### src/inc/board_test_pkg.sv
// Constants for the board test control block: address map, field positions,
// reset values and test mode 0 addresses.
// Assumes the parallel microprocessor port with an 8-bit address and data.
`default_nettype none
package board_test_pkg;
  localparam logic [7:0] normal_last_addr = 8'h7F;
  localparam logic [7:0] test_feature_control_addr = 8'h80;
  localparam int test_select_bit = 7;
  localparam int outputs_float_bit = 0;
  localparam int data_bus_float_bit = 1;
  localparam int board_io_test_bit = 2;
  localparam int bus_drive_by_select_bit = 3;
  localparam int factory_test_mode_bit = 4;
  localparam logic [4:0] control_reset_value = 5'h00;
  localparam logic [7:0] unused_read_value = 8'h00;
  // Test mode 0 input read addresses and output force addresses.
  localparam logic [7:0] tm0_in_lo_addr = 8'h90;
  localparam logic [7:0] tm0_in_hi_addr = 8'h92;
  localparam logic [7:0] tm0_out_lo_addr = 8'h96;
  localparam logic [7:0] tm0_out_hi_addr = 8'h98;
  // Sub-block test mode 0 enable registers, written with zero to enter.
  localparam int tm0_enable_count = 8;
  localparam logic [7:0] tm0_enable_addr [tm0_enable_count] = '{
    8'h91, 8'h95, 8'h99, 8'hA1, 8'hB1, 8'hC1, 8'hD1, 8'hE1};
endpackage
`default_nettype wire

### src/rtl/board_test_control.sv
// Board test control: master test register, tri-state control of the
// device pins and data bus, test register decode and test mode 0 access.
// Assumes strobes are synchronous to mclk_in; boundary scan runs on mclk_in and samples tck_in.
//
// Contract
// (RULE_01) All three strobes low floats digital outputs and data bus.
// (RULE_02) Address bit 7 high selects the test register space.
// (RULE_03) 0x00-0x7F normal, 0x80 master test, 0x81-0xFF test.
// (RULE_04) Writes to unused test bits do nothing; reads return anything.
// (RULE_05) Host writes zero to unused bits and masks them on read.
// (RULE_06) Writable test bits keep their value over reset unless stated.
// (RULE_07) Reset clears master test bits except factory test mode.
// (RULE_08) Outputs float flag floats all outputs but data bus and scan out.
// (RULE_09) Data bus float flag also floats the data bus.
// (RULE_10) Board I/O test holds sub-blocks in test mode 0 access.
// (RULE_11) Test mode 0 reads input levels and forces output levels.
// (RULE_12) Bus drive by select: chip select high drives, low floats bus.
// (RULE_13) Bus drive by select overrides the data bus float flag.
// (RULE_14) Factory test mode turns the port into a vector access port.
// (RULE_15) Factory test mode ORed with board I/O test for test mode.
// (RULE_16) Factory test mode clears only by chip select high.
// (RULE_17) Boundary scan port reads inputs and forces outputs.
// (RULE_18) Host enters test mode 0 by zero writes to eight addresses.
// (RULE_19) Test accesses use the normal strobe and bus protocol.
`timescale 1ns/1ps
`default_nettype none
module board_test_control
  import board_test_pkg::*;
(
  input wire logic mclk_in, // 10 MHz system clock
  input wire logic rst_n_in, // synchronous reset, active low
  input wire logic cs_n_in, // chip select, active low
  input wire logic rd_n_in, // read strobe, active low
  input wire logic wr_n_in, // write strobe, active low
  input wire logic [7:0] addr_in, // register address
  input wire logic [7:0] data_in, // data bus input
  input wire logic [7:0] normal_rdata_in, // normal register read data
  input wire logic [15:0] pin_level_in, // device input pin levels
  input wire logic [15:0] func_out_in, // functional output values
  input wire logic tck_in, // scan clock, sampled
  input wire logic tms_in, // scan mode select
  input wire logic tdi_in, // scan data in
  input wire logic trst_n_in, // scan reset, active low
  output logic [7:0] data_out, // data bus output
  output logic data_oe_out, // data bus output enable
  output logic normal_wr_out, // write pulse to normal registers
  output logic [15:0] pin_out, // device output pin values
  output logic pin_oe_out, // device output pins enable
  output logic subblock_test_out, // sub-blocks held in test mode
  output logic factory_test_out, // port used as vector access port
  output logic tdo_out, // scan data out
  output logic tdo_oe_out // scan data out enable
);

  // ----------------------------------------------------------------------
  // Register access decode
  // ----------------------------------------------------------------------
  function automatic logic tm0_enable_hit(input logic [7:0] a);
    logic hit;
    hit = 1'b0;
    for (int i = 0; i < tm0_enable_count; i++) begin
      if (a == tm0_enable_addr[i]) begin
        hit = 1'b1;
      end
    end
    return hit;
  endfunction

  logic [4:0] ctrl_reg;
  logic [4:0] ctrl_next;
  logic [7:0] tm0_en_reg;
  logic [7:0] tm0_en_next;
  logic [15:0] force_reg;
  logic [15:0] force_next;
  logic wr_d_reg;
  logic [7:0] data_out_next;
  logic data_oe_next;
  logic pin_oe_next;
  logic normal_wr_next;

  wire strobes_all_low = !cs_n_in && !rd_n_in && !wr_n_in; // RULE_01
  wire rd_active = !cs_n_in && !rd_n_in && wr_n_in; // RULE_19
  wire wr_active = !cs_n_in && !wr_n_in && rd_n_in; // RULE_19
  wire wr_pulse = wr_active && !wr_d_reg;
  wire test_space = addr_in[test_select_bit]; // RULE_02
  wire master_hit = addr_in == test_feature_control_addr; // RULE_03
  wire test_mode = ctrl_reg[board_io_test_bit]
    || ctrl_reg[factory_test_mode_bit]; // RULE_15
  wire tm0_all_on = &tm0_en_reg;
  wire tm0_en_write = wr_pulse && test_space && test_mode
    && tm0_enable_hit(addr_in); // RULE_10

  // ----------------------------------------------------------------------
  // Master test register
  // ----------------------------------------------------------------------
  always_comb begin
    ctrl_next = ctrl_reg;
    if (wr_pulse && test_space && master_hit) begin
      // Bits 7..5 are dropped; factory test mode can only be set here.
      ctrl_next[3:0] = data_in[3:0]; // RULE_04
      if (data_in[factory_test_mode_bit]) begin
        ctrl_next[factory_test_mode_bit] = 1'b1; // RULE_16
      end
    end
    if (cs_n_in) begin
      ctrl_next[factory_test_mode_bit] = 1'b0; // RULE_16
    end
    if (!rst_n_in) begin
      ctrl_next[3:0] = control_reset_value[3:0]; // RULE_07
    end
  end

  // Test mode 0 enables and forced outputs keep their value over reset.
  always_comb begin
    tm0_en_next = tm0_en_reg; // RULE_06
    force_next = force_reg;
    if (wr_pulse && test_space && test_mode) begin // RULE_10
      for (int i = 0; i < tm0_enable_count; i++) begin
        if (tm0_en_write && addr_in == tm0_enable_addr[i]) begin
          tm0_en_next[i] = (data_in == 8'h00); // RULE_18
        end
      end
      if (addr_in == tm0_out_lo_addr) begin
        force_next[7:0] = data_in; // RULE_11
      end
      if (addr_in == tm0_out_hi_addr) begin
        force_next[15:8] = data_in; // RULE_11
      end
    end
  end

  // ----------------------------------------------------------------------
  // Read data and drive enables
  // ----------------------------------------------------------------------
  wire [7:0] test_rdata =
    master_hit ? {3'b000, ctrl_reg} :
    (addr_in == tm0_in_lo_addr && tm0_all_on) ? pin_level_in[7:0] :
    (addr_in == tm0_in_hi_addr && tm0_all_on) ? pin_level_in[15:8] :
    unused_read_value; // RULE_04
  wire read_drive = rd_active && !ctrl_reg[data_bus_float_bit]; // RULE_09
  wire bus_drive = ctrl_reg[bus_drive_by_select_bit] ?
    cs_n_in : read_drive; // RULE_12 RULE_13

  always_comb begin
    data_out_next = test_space ? test_rdata : normal_rdata_in; // RULE_02
    data_oe_next = bus_drive && !strobes_all_low; // RULE_01
    pin_oe_next = !ctrl_reg[outputs_float_bit]
      && !strobes_all_low; // RULE_08 RULE_01
    normal_wr_next = wr_pulse && !test_space; // RULE_03
    if (!rst_n_in) begin
      data_oe_next = 1'b0;
      normal_wr_next = 1'b0;
    end
  end

  wire tm0_drive = test_mode && tm0_all_on; // RULE_11

  // ----------------------------------------------------------------------
  // Boundary scan: 3-bit instruction and 32-bit capture chain
  // ----------------------------------------------------------------------
  typedef enum {tap_reset, tap_idle, tap_shift_dr, tap_shift_ir,
    tap_update} tap_state_t;
  tap_state_t tap_reg;
  tap_state_t tap_next;
  logic tck_d_reg;
  logic [2:0] ir_reg;
  logic [31:0] bsr_reg;
  logic [31:0] bsr_hold_reg;
  logic extest_reg;
  wire tck_rise = tck_in && !tck_d_reg;

  always_comb begin
    case (tap_reg)
      tap_reset: tap_next = tms_in ? tap_reset : tap_idle;
      tap_idle: tap_next = tms_in ? tap_shift_dr : tap_idle;
      tap_shift_dr: tap_next = tms_in ? tap_update : tap_shift_dr;
      tap_shift_ir: tap_next = tms_in ? tap_update : tap_shift_ir;
      tap_update: tap_next = tms_in ? tap_shift_ir : tap_idle;
      default: tap_next = tap_reset;
    endcase
  end

  // Simplified walk; the full sixteen-state controller is not needed here.
  always_ff @(posedge mclk_in) begin
    tck_d_reg <= tck_in;
    if (!rst_n_in || !trst_n_in) begin
      tap_reg <= tap_reset;
      ir_reg <= 3'h1;
      extest_reg <= 1'b0;
      bsr_reg <= 32'h0000_0000;
      bsr_hold_reg <= 32'h0000_0000;
    end else if (tck_rise) begin
      tap_reg <= tap_next;
      if (tap_reg == tap_idle) begin
        bsr_reg <= {pin_level_in, func_out_in}; // RULE_17
      end
      if (tap_reg == tap_shift_dr) begin
        bsr_reg <= {tdi_in, bsr_reg[31:1]}; // RULE_17
      end
      if (tap_reg == tap_shift_ir) begin
        ir_reg <= {tdi_in, ir_reg[2:1]};
      end
      if (tap_reg == tap_update) begin
        bsr_hold_reg <= bsr_reg;
        extest_reg <= (ir_reg == 3'h0);
      end
    end
  end

  wire [15:0] pin_value = extest_reg ? bsr_hold_reg[15:0] :
    tm0_drive ? force_reg : func_out_in; // RULE_17 RULE_11

  // ----------------------------------------------------------------------
  // Registers
  // ----------------------------------------------------------------------
  always_ff @(posedge mclk_in) begin
    ctrl_reg <= ctrl_next;
    tm0_en_reg <= tm0_en_next;
    force_reg <= force_next;
    wr_d_reg <= rst_n_in ? wr_active : 1'b0;
    data_out <= data_out_next;
    data_oe_out <= data_oe_next;
    pin_oe_out <= pin_oe_next;
    normal_wr_out <= normal_wr_next;
    pin_out <= pin_value;
    subblock_test_out <= test_mode; // RULE_10 RULE_15
    factory_test_out <= ctrl_reg[factory_test_mode_bit]; // RULE_14
    tdo_out <= (tap_reg == tap_shift_ir) ? ir_reg[0] : bsr_reg[0];
    // The scan output is a digital pin too, so the strobe test floats it.
    tdo_oe_out <= ((tap_reg == tap_shift_dr) || (tap_reg == tap_shift_ir))
      && !strobes_all_low; // RULE_01
  end

  // ----------------------------------------------------------------------
  // Checks
  // ----------------------------------------------------------------------
  // Test mode 0 enables and forced values power up unknown on purpose, so
  // no check here compares them directly.
  strobe_float_a: assert property ( // RULE_01
    @(posedge mclk_in) disable iff (!rst_n_in)
    strobes_all_low |=> !data_oe_out && !pin_oe_out)
    else $error("strobe combination did not float outputs");
  scan_float_a: assert property ( // RULE_01
    @(posedge mclk_in) disable iff (!rst_n_in)
    strobes_all_low |=> !tdo_oe_out)
    else $error("strobe combination did not float scan data out");
  reset_clear_a: assert property ( // RULE_07
    @(posedge mclk_in)
    !rst_n_in |=> ctrl_reg[3:0] == 4'h0)
    else $error("reset did not clear master test bits");
  factory_hold_a: assert property ( // RULE_16
    @(posedge mclk_in) disable iff (!rst_n_in)
    ctrl_reg[factory_test_mode_bit] && !cs_n_in
    |=> ctrl_reg[factory_test_mode_bit])
    else $error("factory test mode cleared without chip select high");
  factory_clear_a: assert property ( // RULE_16
    @(posedge mclk_in)
    cs_n_in |=> !ctrl_reg[factory_test_mode_bit])
    else $error("factory test mode survived chip select high");
  factory_set_a: assert property ( // RULE_16
    @(posedge mclk_in) disable iff (!rst_n_in)
    wr_pulse && test_space && master_hit && data_in[factory_test_mode_bit]
    |=> ctrl_reg[factory_test_mode_bit])
    else $error("factory test mode not set by write");
  factory_out_a: assert property ( // RULE_14
    @(posedge mclk_in) disable iff (!rst_n_in)
    ctrl_reg[factory_test_mode_bit] |=> factory_test_out)
    else $error("vector access port not flagged");
  outputs_float_a: assert property ( // RULE_08
    @(posedge mclk_in) disable iff (!rst_n_in)
    ctrl_reg[outputs_float_bit] |=> !pin_oe_out)
    else $error("outputs driven while outputs float set");
  bus_select_a: assert property ( // RULE_12 RULE_13
    @(posedge mclk_in) disable iff (!rst_n_in)
    ctrl_reg[bus_drive_by_select_bit] && !strobes_all_low
    |=> data_oe_out == $past(cs_n_in))
    else $error("data bus enable does not follow chip select");
  bus_float_a: assert property ( // RULE_09
    @(posedge mclk_in) disable iff (!rst_n_in)
    ctrl_reg[data_bus_float_bit] && !ctrl_reg[bus_drive_by_select_bit]
    |=> !data_oe_out)
    else $error("data bus driven while data bus float set");
  read_drive_a: assert property ( // RULE_19
    @(posedge mclk_in) disable iff (!rst_n_in)
    rd_active && !ctrl_reg[data_bus_float_bit]
    && !ctrl_reg[bus_drive_by_select_bit] |=> data_oe_out)
    else $error("read cycle did not drive the data bus");
  test_mode_a: assert property ( // RULE_15
    @(posedge mclk_in) disable iff (!rst_n_in)
    test_mode |=> subblock_test_out)
    else $error("sub-blocks not placed in test mode");
  subblock_clear_a: assert property ( // RULE_15
    @(posedge mclk_in) disable iff (!rst_n_in)
    !test_mode |=> !subblock_test_out)
    else $error("sub-blocks held in test mode with both bits clear");
  normal_write_a: assert property ( // RULE_02
    @(posedge mclk_in) disable iff (!rst_n_in)
    normal_wr_out |-> !$past(addr_in[test_select_bit]))
    else $error("normal write issued for test address");
  normal_read_a: assert property ( // RULE_02
    @(posedge mclk_in) disable iff (!rst_n_in)
    rd_active && !test_space |=> data_out == $past(normal_rdata_in))
    else $error("normal read did not return normal register data");
  master_write_a: assert property ( // RULE_03
    @(posedge mclk_in) disable iff (!rst_n_in)
    wr_pulse && test_space && master_hit
    |=> ctrl_reg[3:0] == $past(data_in[3:0]))
    else $error("master test write did not land");
  master_read_a: assert property ( // RULE_03
    @(posedge mclk_in) disable iff (!rst_n_in)
    rd_active && master_hit |=> data_out == {3'b000, $past(ctrl_reg)})
    else $error("master test read returned wrong data");
  extest_pins_a: assert property ( // RULE_17
    @(posedge mclk_in) disable iff (!rst_n_in)
    extest_reg |=> pin_out == $past(bsr_hold_reg[15:0]))
    else $error("pins do not follow the scan update register");
  func_pins_a: assert property ( // RULE_10
    @(posedge mclk_in) disable iff (!rst_n_in)
    !extest_reg && !test_mode |=> pin_out == $past(func_out_in))
    else $error("pins do not carry functional values");

endmodule // board_test_control
`default_nettype wire

### config.mk
export PLATFORM = sky130hd
export DESIGN_NAME = board_test_control
export DESIGN_NICKNAME = d
export VERILOG_FILES = /design/src/inc/board_test_pkg.sv /design/src/rtl/board_test_control.sv
export SDC_FILE = /design/constraint.sdc
export NUM_CORES = 1
export LEC_CHECK = 0
export ABC_AREA = 0
export BUFFER_PORTS_ARGS = -buffer_cell sky130_fd_sc_hd__buf_4
export CORE_ASPECT_RATIO = 0.75
export CORE_MARGIN = 2
export CORE_UTILIZATION = 35
export CTS_CLUSTER_SIZE = 28
export DETAILED_ROUTE_END_ITERATION = 16
export GPL_TIMING_DRIVEN = 0
export PLACE_DENSITY_LB_ADDON = 0.1
export SYNTH_ARGS = -nofsm -noshare
export SYNTH_HDL_FRONTEND = slang
export SYNTH_SLANG_ARGS = --single-unit
### constraint.sdc
create_clock -name mclk_in -period 2 [get_ports mclk_in]
set_input_delay 0.3 -clock mclk_in [delete_from_list [all_inputs] [get_ports mclk_in]]
set_output_delay 0.3 -clock mclk_in [all_outputs]
set_load 0.03 [all_outputs]
# [Word-level counts from Yosys, hierarchy flattened]
# Cells that the tools add are included.
[op_classes] n_mux=24 n_reduce_logical=60 n_eq_ne=21
[ops] cell="$eq A8 B8 Y1 const B" n=13
[ops] cell="$eq A32 B2 Y1 const B" n=3
[ops] cell="$eq A32 B3 Y1 const B" n=3
[ops] cell="$mux W32" n=2
[ops] cell="$eq A32 B1 Y1 const B" n=1
[ops] cell="$eq A32 B4 Y1 const B" n=1
[ops] cell="$logic_not A32 Y1" n=1
[ops] cell="$mux W16" n=2
[ops] cell="$mux W8" n=4
[ops] cell="$reduce_and A2 Y1" n=14
[ops] cell="$logic_and A1 B1 Y1" n=27
[ops] cell="$pmux W3 S5" n=1
[ops] cell="$logic_not A1 Y1" n=11
[ops] cell="$mux W1" n=11
[ops] cell="$logic_not A8 Y1" n=1
[ops] cell="$reduce_and A8 Y1" n=1
[ops] cell="$mux W3" n=2
[ops] cell="$mux W2" n=2
[ops] cell="$logic_not A3 Y1" n=1
[ops] cell="$logic_or A1 B1 Y1" n=3
[ops] cell="$reduce_bool A2 Y1" n=1
[word_totals] regBits=146 out_inout_bits=31

# [Longest topological paths before layout]
# Gate-level depths: netlist of the first run.
[logic_depth] depth_word=12 ltp_mapped=6

# [Least setup slack after synthesis of the first run]
# OpenSTA, ideal clock, no wires.
[synth_timing] path_type="input port to flip-flop" start="input port cs_n_in" end="register force_reg[0] (enable)" t_arrival_ns=1.737 setup_time_ns=0.395 cell_stages=3 setup_slack_ns=-0.131 cell_sequence="nor3b_1 nand4_1 nor4_1"
[synth_via] elab_chain_cells=7
[synth_lines] element="start, declared" line_no="board_test_control.sv:32" source="input wire logic cs_n_in,"
[synth_lines] element="$logic_not A1 Y1" line_no="board_test_control.sv:83" source="wire wr_active = !cs_n_in && !wr_n_in && rd_n_in;"
[synth_lines] element="$logic_and A1 B1 Y1 (2 in a row)" line_no="board_test_control.sv:83"
[synth_lines] element="$logic_and A1 B1 Y1" line_no="board_test_control.sv:84" source="wire wr_pulse = wr_active && !wr_d_reg;"
[synth_lines] element="$logic_and A1 B1 Y1 (2 in a row)" line_no="board_test_control.sv:117" source="if (wr_pulse && test_space && test_mode) begin"
[synth_lines] element="$reduce_and A2 Y1 (no source line)"
[synth_lines] element="end signal, assigned" line_no="board_test_control.sv:219" source="force_reg <= force_next;"
[synth_lines] element="end, declared" line_no="board_test_control.sv:73" source="logic [15:0] force_reg;"
# Every way passes these cells.
# A chain may end at the register's enable or synchronous reset.

# [Worst setup path after layout of the first run]
[layout_timing] start="register ctrl_reg[2]" end="register pin_out[10]"
[layout_via] elab_chain_cells=4
[layout_lines] element="start, declared" line_no="board_test_control.sv:69" source="logic [4:0] ctrl_reg;"
[layout_lines] element="start signal, assigned" line_no="board_test_control.sv:217" source="ctrl_reg <= ctrl_next;"
[layout_lines] element="$logic_or A1 B1 Y1" line_no="board_test_control.sv:88" source="|| ctrl_reg[factory_test_mode_bit];"
[layout_lines] element="net test_mode" line_no="board_test_control.sv:87" source="wire test_mode = ctrl_reg[board_io_test_bit]"
[layout_lines] element="$logic_and A1 B1 Y1" line_no="board_test_control.sv:156" source="wire tm0_drive = test_mode && tm0_all_on;"
[layout_lines] element="$mux W16" line_no="board_test_control.sv:211" source="tm0_drive ? force_reg : func_out_in;"
[layout_lines] element="$mux W16" line_no="board_test_control.sv:210" source="wire [15:0] pin_value = extest_reg ? bsr_hold_reg[15:0] :"
[layout_lines] element="net pin_value[10]" line_no="board_test_control.sv:210"
[layout_lines] element="end signal, assigned" line_no="board_test_control.sv:225" source="pin_out <= pin_value;"
[layout_lines] element="end, declared" line_no="board_test_control.sv:47" source="output logic [15:0] pin_out,"
# The timed path passes the listed nets, and every way through them passes these cells.

==> results.ini, run 1 <==
[placed_design]
dp_cells=797
gp_congestion=0.8421
dp_hpwl_microns=10840
portBuffers=95

[detailed_routing]
antenna_left=0
remaining_drc_errors=0
drt_iter0_markers=156
wl_per_cell_microns=17.93
wirelength_microns=14880
drt-vias-per-instance=5.251
num_vias=4358
dr.pass1.iters=4

[worst_setup_path]
worst_ep_arrival_time_ps=2160
critPathLaunchType=flip-flop
cp_max_fo=10
cp.required_ps=2260
endpoint_kind=flip-flop
crit_type=flip-flop to flip-flop

[floorplan]
coreArea_sq_mm=0.01431
die_area_sq_mm=0.01547
num_io_pins=96
rows=38
die_x_microns=143.0
initial_core_util_pct=35.42
chipHeight_microns=108.2

[pwr]
ir_drop_mv=0.5726
leakage_nw=2.652
p_per_area_mw_per_mm2=871.5

[clock_network]
clk_latency_ps=400
htree_levels=4
cts_tree=done
clkTransAtPathRegs_ps=60
cts_root_buf=clkbuf_16
clkSinkCount=117
cts_buffers=17
holdBufCountCts=0
clock_path_buffers=2

[layout]
finalNetCount=682
finalNonFillerCells=830
diodes=0
largest_reg_flops=32
multi_input_area_sq_mm=0.002247
area_delta_synth_final_pct=31.05
final.fill_count=1388
seq_area_sq_mm=0.002582
drive_gt1_share_pct=24.44

[run]
cap_violations=0

[timing]
slew_headroom_pct=48.71
min_period_over_period_pct=94.74
hold_viol_final=0
fin_crit_ps=1895
worst_slew_pin_slew_ps=769.3
setup_violations=0
fmax_mhz=527.8
slew_violations=0
fin_tns_setup_ps=0
rsz0062_at_grt=false
skew_ps=10.80

[global_routing]
track_usage_pct=20.02
grt_max_degree=17
antenna_found_initial=0
grt_first_pass_wirelength_microns=23360
gr-total-overflow=0
grt_pass1_vias=4245

[yosys]
syn-mean-instance-area_sq_um=10.10
synth_nets=567
yosysWarnings=0
synthCells=502
syn_area_sq_mm=0.005069
yosysUniqueCellTypes=45
ys_ff_latch=117
seq_area_frac_synth_pct=50.95

[run_status]
status=completed

[worst_hold_path]
hold_class=input port to flip-flop

[what timing repair did]
| item | CTS | global route |
|---|---|---|
| pin swaps | 0 | 1 |
| setup endpoints to repair | 16 | 8 |
| endpoints found under the hold margin | 0 | 0 |
| gates resized for setup | 2 | 0 |
| buffers inserted | 0 | 1 |
[power breakdown]
part,total [mW],switching [mW],internal [mW]
clock network,2.91,1.04,1.87
registers,2.45,0.0114,2.44
logic,0.429,0.246,0.182
[critical path: stages, from the launching register on]
cell	delay, ps
dfxtp_1	340
nor2_2	430
inv_2	160
clkbuf_1	240
a41oi_1	430
a21oi_1	160
[Yosys cell counts (all sizes together)]
cell / count / area, sq um
dfxtp: 93 / 1862
mux2i: 44 / 440.4
nor2: 9 / 36.29
or4: 2 / 15.01
nor4b: 3 / 41.29
o221ai: 5 / 43.79
a211oi: 32 / 240.2
and2: 1 / 6.260
nor3: 5 / 25.02
xor2: 2 / 25.03
a32oi: 1 / 8.760
nand3b: 3 / 22.52
edfxtp: 24 / 720.7
o31ai: 16 / 120.1
and3: 1 / 6.260
nor2b: 22 / 137.6
nor4: 4 / 31.28
a41oi: 16 / 140.1
nand4: 6 / 37.54
or3b: 2 / 17.52
nand2b: 3 / 18.77
a211o: 1 / 8.760
o21a: 1 / 7.510
a21oi: 70 / 350.3
nand2: 15 / 56.30
clkbuf: 22 / 82.58
nand4b: 2 / 17.52
inv: 13 / 48.79
o22ai: 3 / 18.77
nand3: 27 / 135.1
o21ai: 22 / 110.1
and3b: 1 / 8.760
nor3b: 6 / 55.05
buf: 21 / 137.6
and4: 3 / 26.28
a22o: 1 / 8.760
[metrics by stage]
step | util [%] | worst slack [ps] | area [sq um] | hold slack (ps) | power (mW)
2_1_floorplan | - | 173.2 | 5081 | 327.7 | 2.692
3_3_place_gp | 42.24 | -402.9 | 6045 | 422.8 | 2.921
3_5_place_dp | 42.24 | -448.7 | 6045 | 421.0 | 2.926
4_1_cts | 46.36 | 143.6 | 6635 | 10.97 | 5.849
5_1_grt | 46.42 | 33.83 | 6643 | 16.19 | 5.981
6_report | 46.42 | 105.2 | 6643 | 25.01 | 5.789
[placed cells by master, fill, tap and decap left out, types with 3 or more instances in the layout]
master and n:
and4_1 3, o31ai_1 16, o21ai_0 22, buf_6 5, inv_1 12, a21oi_1 70, nor2b_1 22, edfxtp_1 24
a41oi_1 16, buf_2 14, nor3b_1 4, clkbuf_8 3, nor3_1 5, o221ai_1 5, o22ai_1 3, nand4_1 6
nand3_1 27, buf_4 97, clkbuf_16 18, nand2_1 15, clkinv_2 5, mux2i_1 44, nand3b_1 3, clkbuf_1 25
dfxtp_1 93, a211oi_1 32, nor2_1 8, nand2b_1 3
[cell families (layout without fill, tap and decap cells)]
logic type / after synthesis / after routing / synth area share [%]
buffers and inverters: 56 / 184 / 5.307
multiplexers: 44 / 44 / 8.689
AND/OR/NAND/NOR: 115 / 115 / 13.70
XOR/XNOR: 2 / 2 / 0.4938
flip-flops: 117 / 117 / 50.95
AO/OA/AOI/OAI: 168 / 168 / 20.86
[area by class of cell]
cell class                      instances  share of cell area [%]
Sequential cell                       117                   38.88
Multi-Input combinational cell        329                   33.83
Inverter                               13                  0.7346
Timing Repair Buffer                   96                   10.85
Tap cell                              200                   3.767
Clock inverter                          8                   1.055
Clock buffer                           24                   7.572
Buffer                                 43                   3.315
[final timing paths]
kind / from / to / slack (ps) / depth (start not counted)
hold / removal: tck_in / tck_d_reg$_DFF_P_ / 30 / 1
setup / recovery: ctrl_reg[2]$_SDFFE_PN0P_ / pin_out[10]$_DFF_P_ / 110 / 5
setup reg to reg: ctrl_reg[2]$_SDFFE_PN0P_ / pin_out[10]$_DFF_P_ / 110 / 5
hold reg to reg: ctrl_reg[4]$_SDFFE_PP0P_ / factory_test_out$_DFF_P_ / 430 / 0
[metal layers]
layer  GRT usage (%)  share of wire (%)
met4           6.577               0.79
met3           3.676                4.8
met5               0                  0
met2           29.22                 43
met1           29.74                 51
Power figures use the tool's default switching activity.
==> run 2: changes to the inputs <==
CTS_BUF_LIST = sky130_fd_sc_hd__clkbuf_8 sky130_fd_sc_hd__clkbuf_16   (was unset)
RECOVER_POWER = 25   (was unset)
==> results.ini, run 2 (synthesis results as in run 1) <==
[worst_setup_path]
critPathLaunchType=flip-flop
worst_ep_arrival_time_ps=2170
endpoint_kind=flip-flop
cp_max_fo=10
r2r_cells=5
crit_type=flip-flop to flip-flop
cp.required_ps=2260
r2r_slack_ps=100
r2r_end=pin_out[10]$_DFF_P_
timing.rr.start=ctrl_reg[2]$_SDFFE_PN0P_

[floorplan]
initial_core_util_pct=35.42
chipHeight_microns=108.2
die_area_sq_mm=0.01547
coreArea_sq_mm=0.01431
num_io_pins=96
rows=38
die_x_microns=143.0

[worst_hold_path]
worstHoldPathCells=1
hold_start=tck_in
min_to=tck_d_reg$_DFF_P_
hold_class=input port to flip-flop

[pwr]
power.internal_mw=4.459
switching_share_pct=22.57
leakage_nw=2.574
seqPwrFrac_pct=42.5
clkPwrFrac_pct=50.4
p_per_area_mw_per_mm2=878.8
comb_power_share_pct=7.1
ir_drop_mv=0.5738
net-switching-power_mw=1.300

[clock_network]
clkSinkCount=117
clkTransAtPathRegs_ps=60
cts_root_buf=clkbuf_16
clock_path_buffers=2
clk_latency_ps=400
holdBufCountCts=0
cts_tree=done
htree_levels=4
cts_buffers=17

[timing]
min_period_over_period_pct=95.15
skew_ps=9.586
hold_viol_final=0
fmax_mhz=525.5
whs_ps=78.60
fin_tns_setup_ps=0
slew_violations=0
setup_violations=0
rsz0062_at_grt=false
fin_crit_ps=1903
worst_slew_pin_slew_ps=776.4
slew_headroom_pct=48.24
fin_ws_ps=96.97

[global_routing]
antenna_found_initial=0
grt_pass1_vias=4245
track_usage_pct=20.02
grt_max_degree=17
grt_first_pass_wirelength_microns=23360
gr-total-overflow=0

[detailed_routing]
dr.pass1.iters=5
drt_iter0_markers=167
antenna_left=0
remaining_drc_errors=0
num_vias=4352
wl_per_cell_microns=17.99
wirelength_microns=14940
drt-vias-per-instance=5.243

[layout]
multi_input_area_sq_mm=0.002247
largest_reg_flops=32
finalNetCount=682
area_delta_synth_final_pct=29.28
final.fill_count=1407
final_cell_mix=dfxtp_1, buf_4, a21oi_1
final_common_cell=dfxtp_1
diodes=0
drive_gt1_share_pct=20.63
seq_area_sq_mm=0.002582

[placed_design]
gp_congestion=0.8421
pre_cts_ws_ps=-448.7
portBuffers=95
dp_hpwl_microns=10840

[run_status]
status=completed

[run]
cap_violations=0

run 2: cell count changes in the layout (fill, tap and decap cells not counted), sizes merged:
cell    before  now
inv         14   17
buf        117   93
clkbuf      46   67
run 2: layout make-up:
type                       count  share of cell area (%)
clock buffer                  21                   7.504
multi-input combinational    329                   34.29
clock inverter                11                   1.241
sequential                   117                   39.41
tap                          200                   3.819
buffer                        43                   3.361
timing repair buffer          96                   9.624
inverter                      13                  0.7447
run 2: through the flow:
stage                     area (sq um)  total power [mW]  utilization, %  instances
final                             6553             5.759           45.79        830
after global routing              6553             5.948           45.79        830
after CTS                         6635             5.834           46.36        829
after detailed placement          6045             2.926           42.24        797
after global placement            6045             2.921           42.24        797
after floorplan                   5081             2.692               -        502
run 2: how the worst max path moves through the flow:
stage | slack (ps) | start | endpoint
2_1_floorplan | 170 | cs_n_in | force_reg[0]$_DFFE_PP_
3_3_place_gp | -400 | cs_n_in | force_reg[7]$_DFFE_PP_
3_5_place_dp | -450 | cs_n_in | force_reg[6]$_DFFE_PP_
4_1_cts | 140 | ctrl_reg[4]$_SDFFE_PP0P_ | force_reg[1]$_DFFE_PP_
5_1_grt | 30 | cs_n_in | force_reg[10]$_DFFE_PP_
6_report | 100 | ctrl_reg[2]$_SDFFE_PN0P_ | pin_out[10]$_DFF_P_
run 2: power by group through the flow:
stage	Combinational, mW	Clock, mW	Sequential, mW
2_1_floorplan	0.138	0	2.55
5_1_grt	0.443	3.05	2.45
3_5_place_dp	0.427	0	2.50
4_1_cts	0.431	2.95	2.45
3_3_place_gp	0.423	0	2.50
6_report	0.409	2.90	2.45
run 2: worst max-delay path: stages, from the launching register on:
cell,delay (ps)
dfxtp_1,340
nor2_2,420
inv_2,160
clkbuf_1,240
a41oi_1,430
a21oi_1,160
run 2: timing repair:
action,4_1_cts,5_1_grt
gates resized for setup,2,0
buffers inserted,0,1
pin swaps,0,1
setup endpoints to repair,16,8
run 2: layer usage:
layer | routed length, microns | part of all wire [%] | global-route usage (%) | up-vias
li1 | - | - | - | 2130
met4 | 118 | 0.79 | 6.577 | 0
met1 | 7683 | 51 | 29.74 | 2098
met2 | 6484 | 43 | 29.22 | 112
met3 | 648 | 4.3 | 3.676 | 12
met5 | 0 | 0 | 0 | -
==> run 3: changes to the inputs <==
clock period = 2.3 ns   (was 2 ns; I/O delays follow)
==> results.ini, run 3 (synthesis results as in run 1) <==
[worst_setup_path]
cp_max_fo=8
cp.required_ps=2330
cp_cell_sequence=clkbuf_1, nor3b_1, nand4_1, nor4_2
cpPeakStageDelay_ps=830
crit_type=input port to flip-flop
timing.rr.start=ctrl_reg[4]$_SDFFE_PP0P_
critPathLaunchType=input port
r2r_cells=3
worst_ep_arrival_time_ps=2060
endpoint_kind=flip-flop
r2r_end=force_reg[5]$_DFFE_PP_
r2r_slack_ps=280
crit_start=cs_n_in
endpoint=force_reg[5]$_DFFE_PP_
cp_slowest_cell=nor4_2

[timing]
fmax_mhz=492.8
worst_slew_pin_slew_ps=918.9
skew_ps=12.56
min_period_over_period_pct=88.23
rsz0062_at_grt=false
fin_crit_ps=2029
slew_headroom_pct=38.23
fin_ws_ps=270.6
setup_violations=0
hold_viol_final=0
slew_violations=0

[run]
cap_violations=0

[pwr]
p_per_area_mw_per_mm2=750.8
total_power_mw=4.867
ir_drop_mv=0.5791
net-switching-power_mw=1.140
clkPwrFrac_pct=49.0
leakage_nw=2.523
switching_share_pct=23.42
comb_power_share_pct=7.3
seqPwrFrac_pct=43.7
power.internal_mw=3.727

[detailed_routing]
wl_met2_microns=6395
drt_iter0_markers=277
antenna_left=0
wl_met1_microns=7354
drt-vias-per-instance=5.291
dr.pass1.iters=5
num_vias=4381
wl_per_cell_microns=17.89
highest_layer=met4
wirelength_microns=14810
met3WireLength_microns=860
remaining_drc_errors=0

[global_routing]
gr-total-overflow=0
track_usage_pct=19.95
antenna_found_initial=0
grt_first_pass_wirelength_microns=23180
grt_pass1_vias=4175
grt_max_degree=17

[layout]
largest_reg_flops=32
final_common_cell=dfxtp_1
diodes=0
area_delta_synth_final_pct=27.89
drive_gt1_share_pct=20.06
final.fill_count=1381
finalNetCount=681
final_cell_mix=dfxtp_1, a21oi_1, buf_4
final_area_sq_mm=0.006482
finish.utilization_pct=45.30
seq_area_sq_mm=0.002582
multi_input_area_sq_mm=0.002230

[clock_network]
clk_latency_ps=410
clock_path_buffers=2
cts_tree=done
cts_buffers=17
cts_root_buf=clkbuf_16
post_cts_buffers=0
post_cts_resized=0
clkSinkCount=117
clkTransAtPathRegs_ps=60
htree_levels=4
holdBufCountCts=0

[placed_design]
portBuffers=95
dp_hpwl_microns=10810
dpl-instance-area_sq_mm=0.006045
pre_cts_ws_ps=-154.1
gp_congestion=0.8639

[floorplan]
rows=38
num_io_pins=96
coreArea_sq_mm=0.01431
die_x_microns=143.0
initial_core_util_pct=35.42
chipHeight_microns=108.2
die_area_sq_mm=0.01547

[worst_hold_path]
hold_class=input port to flip-flop
worstHoldPathCells=1

[run_status]
status=completed

-- run 3: cell types whose count changed in the layout (fill, tap and decap cells not counted) --
cell / before / now
buf_2: 14 / 13
buf_4: 73 / 70
bufinv_16: 1 / 0
clkbuf_1: 46 / 49
clkbuf_8: 3 / 2
clkinv_2: 5 / 6
clkinv_4: 1 / 0
clkinvlp_4: 0 / 2
inv_1: 15 / 14
nor4_2: 1 / 3
nor4_4: 2 / 0
-- run 3: worst min-delay path by stage --
stage,start,end,slack (ps)
6_report,tck_in,tck_d_reg$_DFF_P_,110
5_1_grt,tck_in,tck_d_reg$_DFF_P_,120
4_1_cts,tck_in,tck_d_reg$_DFF_P_,50
3_5_place_dp,ctrl_reg[4]$_SDFFE_PP0P_,factory_test_out$_DFF_P_,420
3_3_place_gp,ctrl_reg[4]$_SDFFE_PP0P_,factory_test_out$_DFF_P_,420
2_1_floorplan,tck_in,tck_d_reg$_DFF_P_,370
-- run 3: power groups by stage --
| stage | logic, mW | registers, mW | clock network (mW) |
|---|---|---|---|
| detailed placement | 0.373 | 2.17 | 0 |
| finish | 0.353 | 2.13 | 2.39 |
| global route | 0.381 | 2.13 | 2.52 |
| floorplan | 0.120 | 2.22 | 0 |
| CTS | 0.374 | 2.13 | 2.43 |
| global placement | 0.367 | 2.17 | 0 |
-- run 3: cell type report --
cell class	count	share of cell area, %
Inverter	13	0.7528
Clock buffer	20	7.373
Multi-Input combinational cell	329	34.39
Tap cell	200	3.860
Clock inverter	11	0.9072
Buffer	43	3.378
Sequential cell	117	39.84
Timing Repair Buffer	95	9.496
-- run 3: layer usage --
layer / vias up / GRT usage [%]
met3: 18 / 5.182
met5: - / 0
met1: 2113 / 29.02
met2: 123 / 28.74
met4: 0 / 6.506
li1: 2127 / -
-- run 3: critical path: cells and delay by family --
kind	cells	cell delay, ps
and+or+nand+nor	3	1560
buffers and inverters	1	150
-- run 3: stage by stage --
stage                     instances  TNS [ps]  hold slack (ps)
after CTS                       828         0            54.67
final                           828         0            113.1
after global placement          797     -9366            421.4
after detailed placement        797     -1855            421.5
after global routing            828         0            116.3
after floorplan                 502         0            372.7
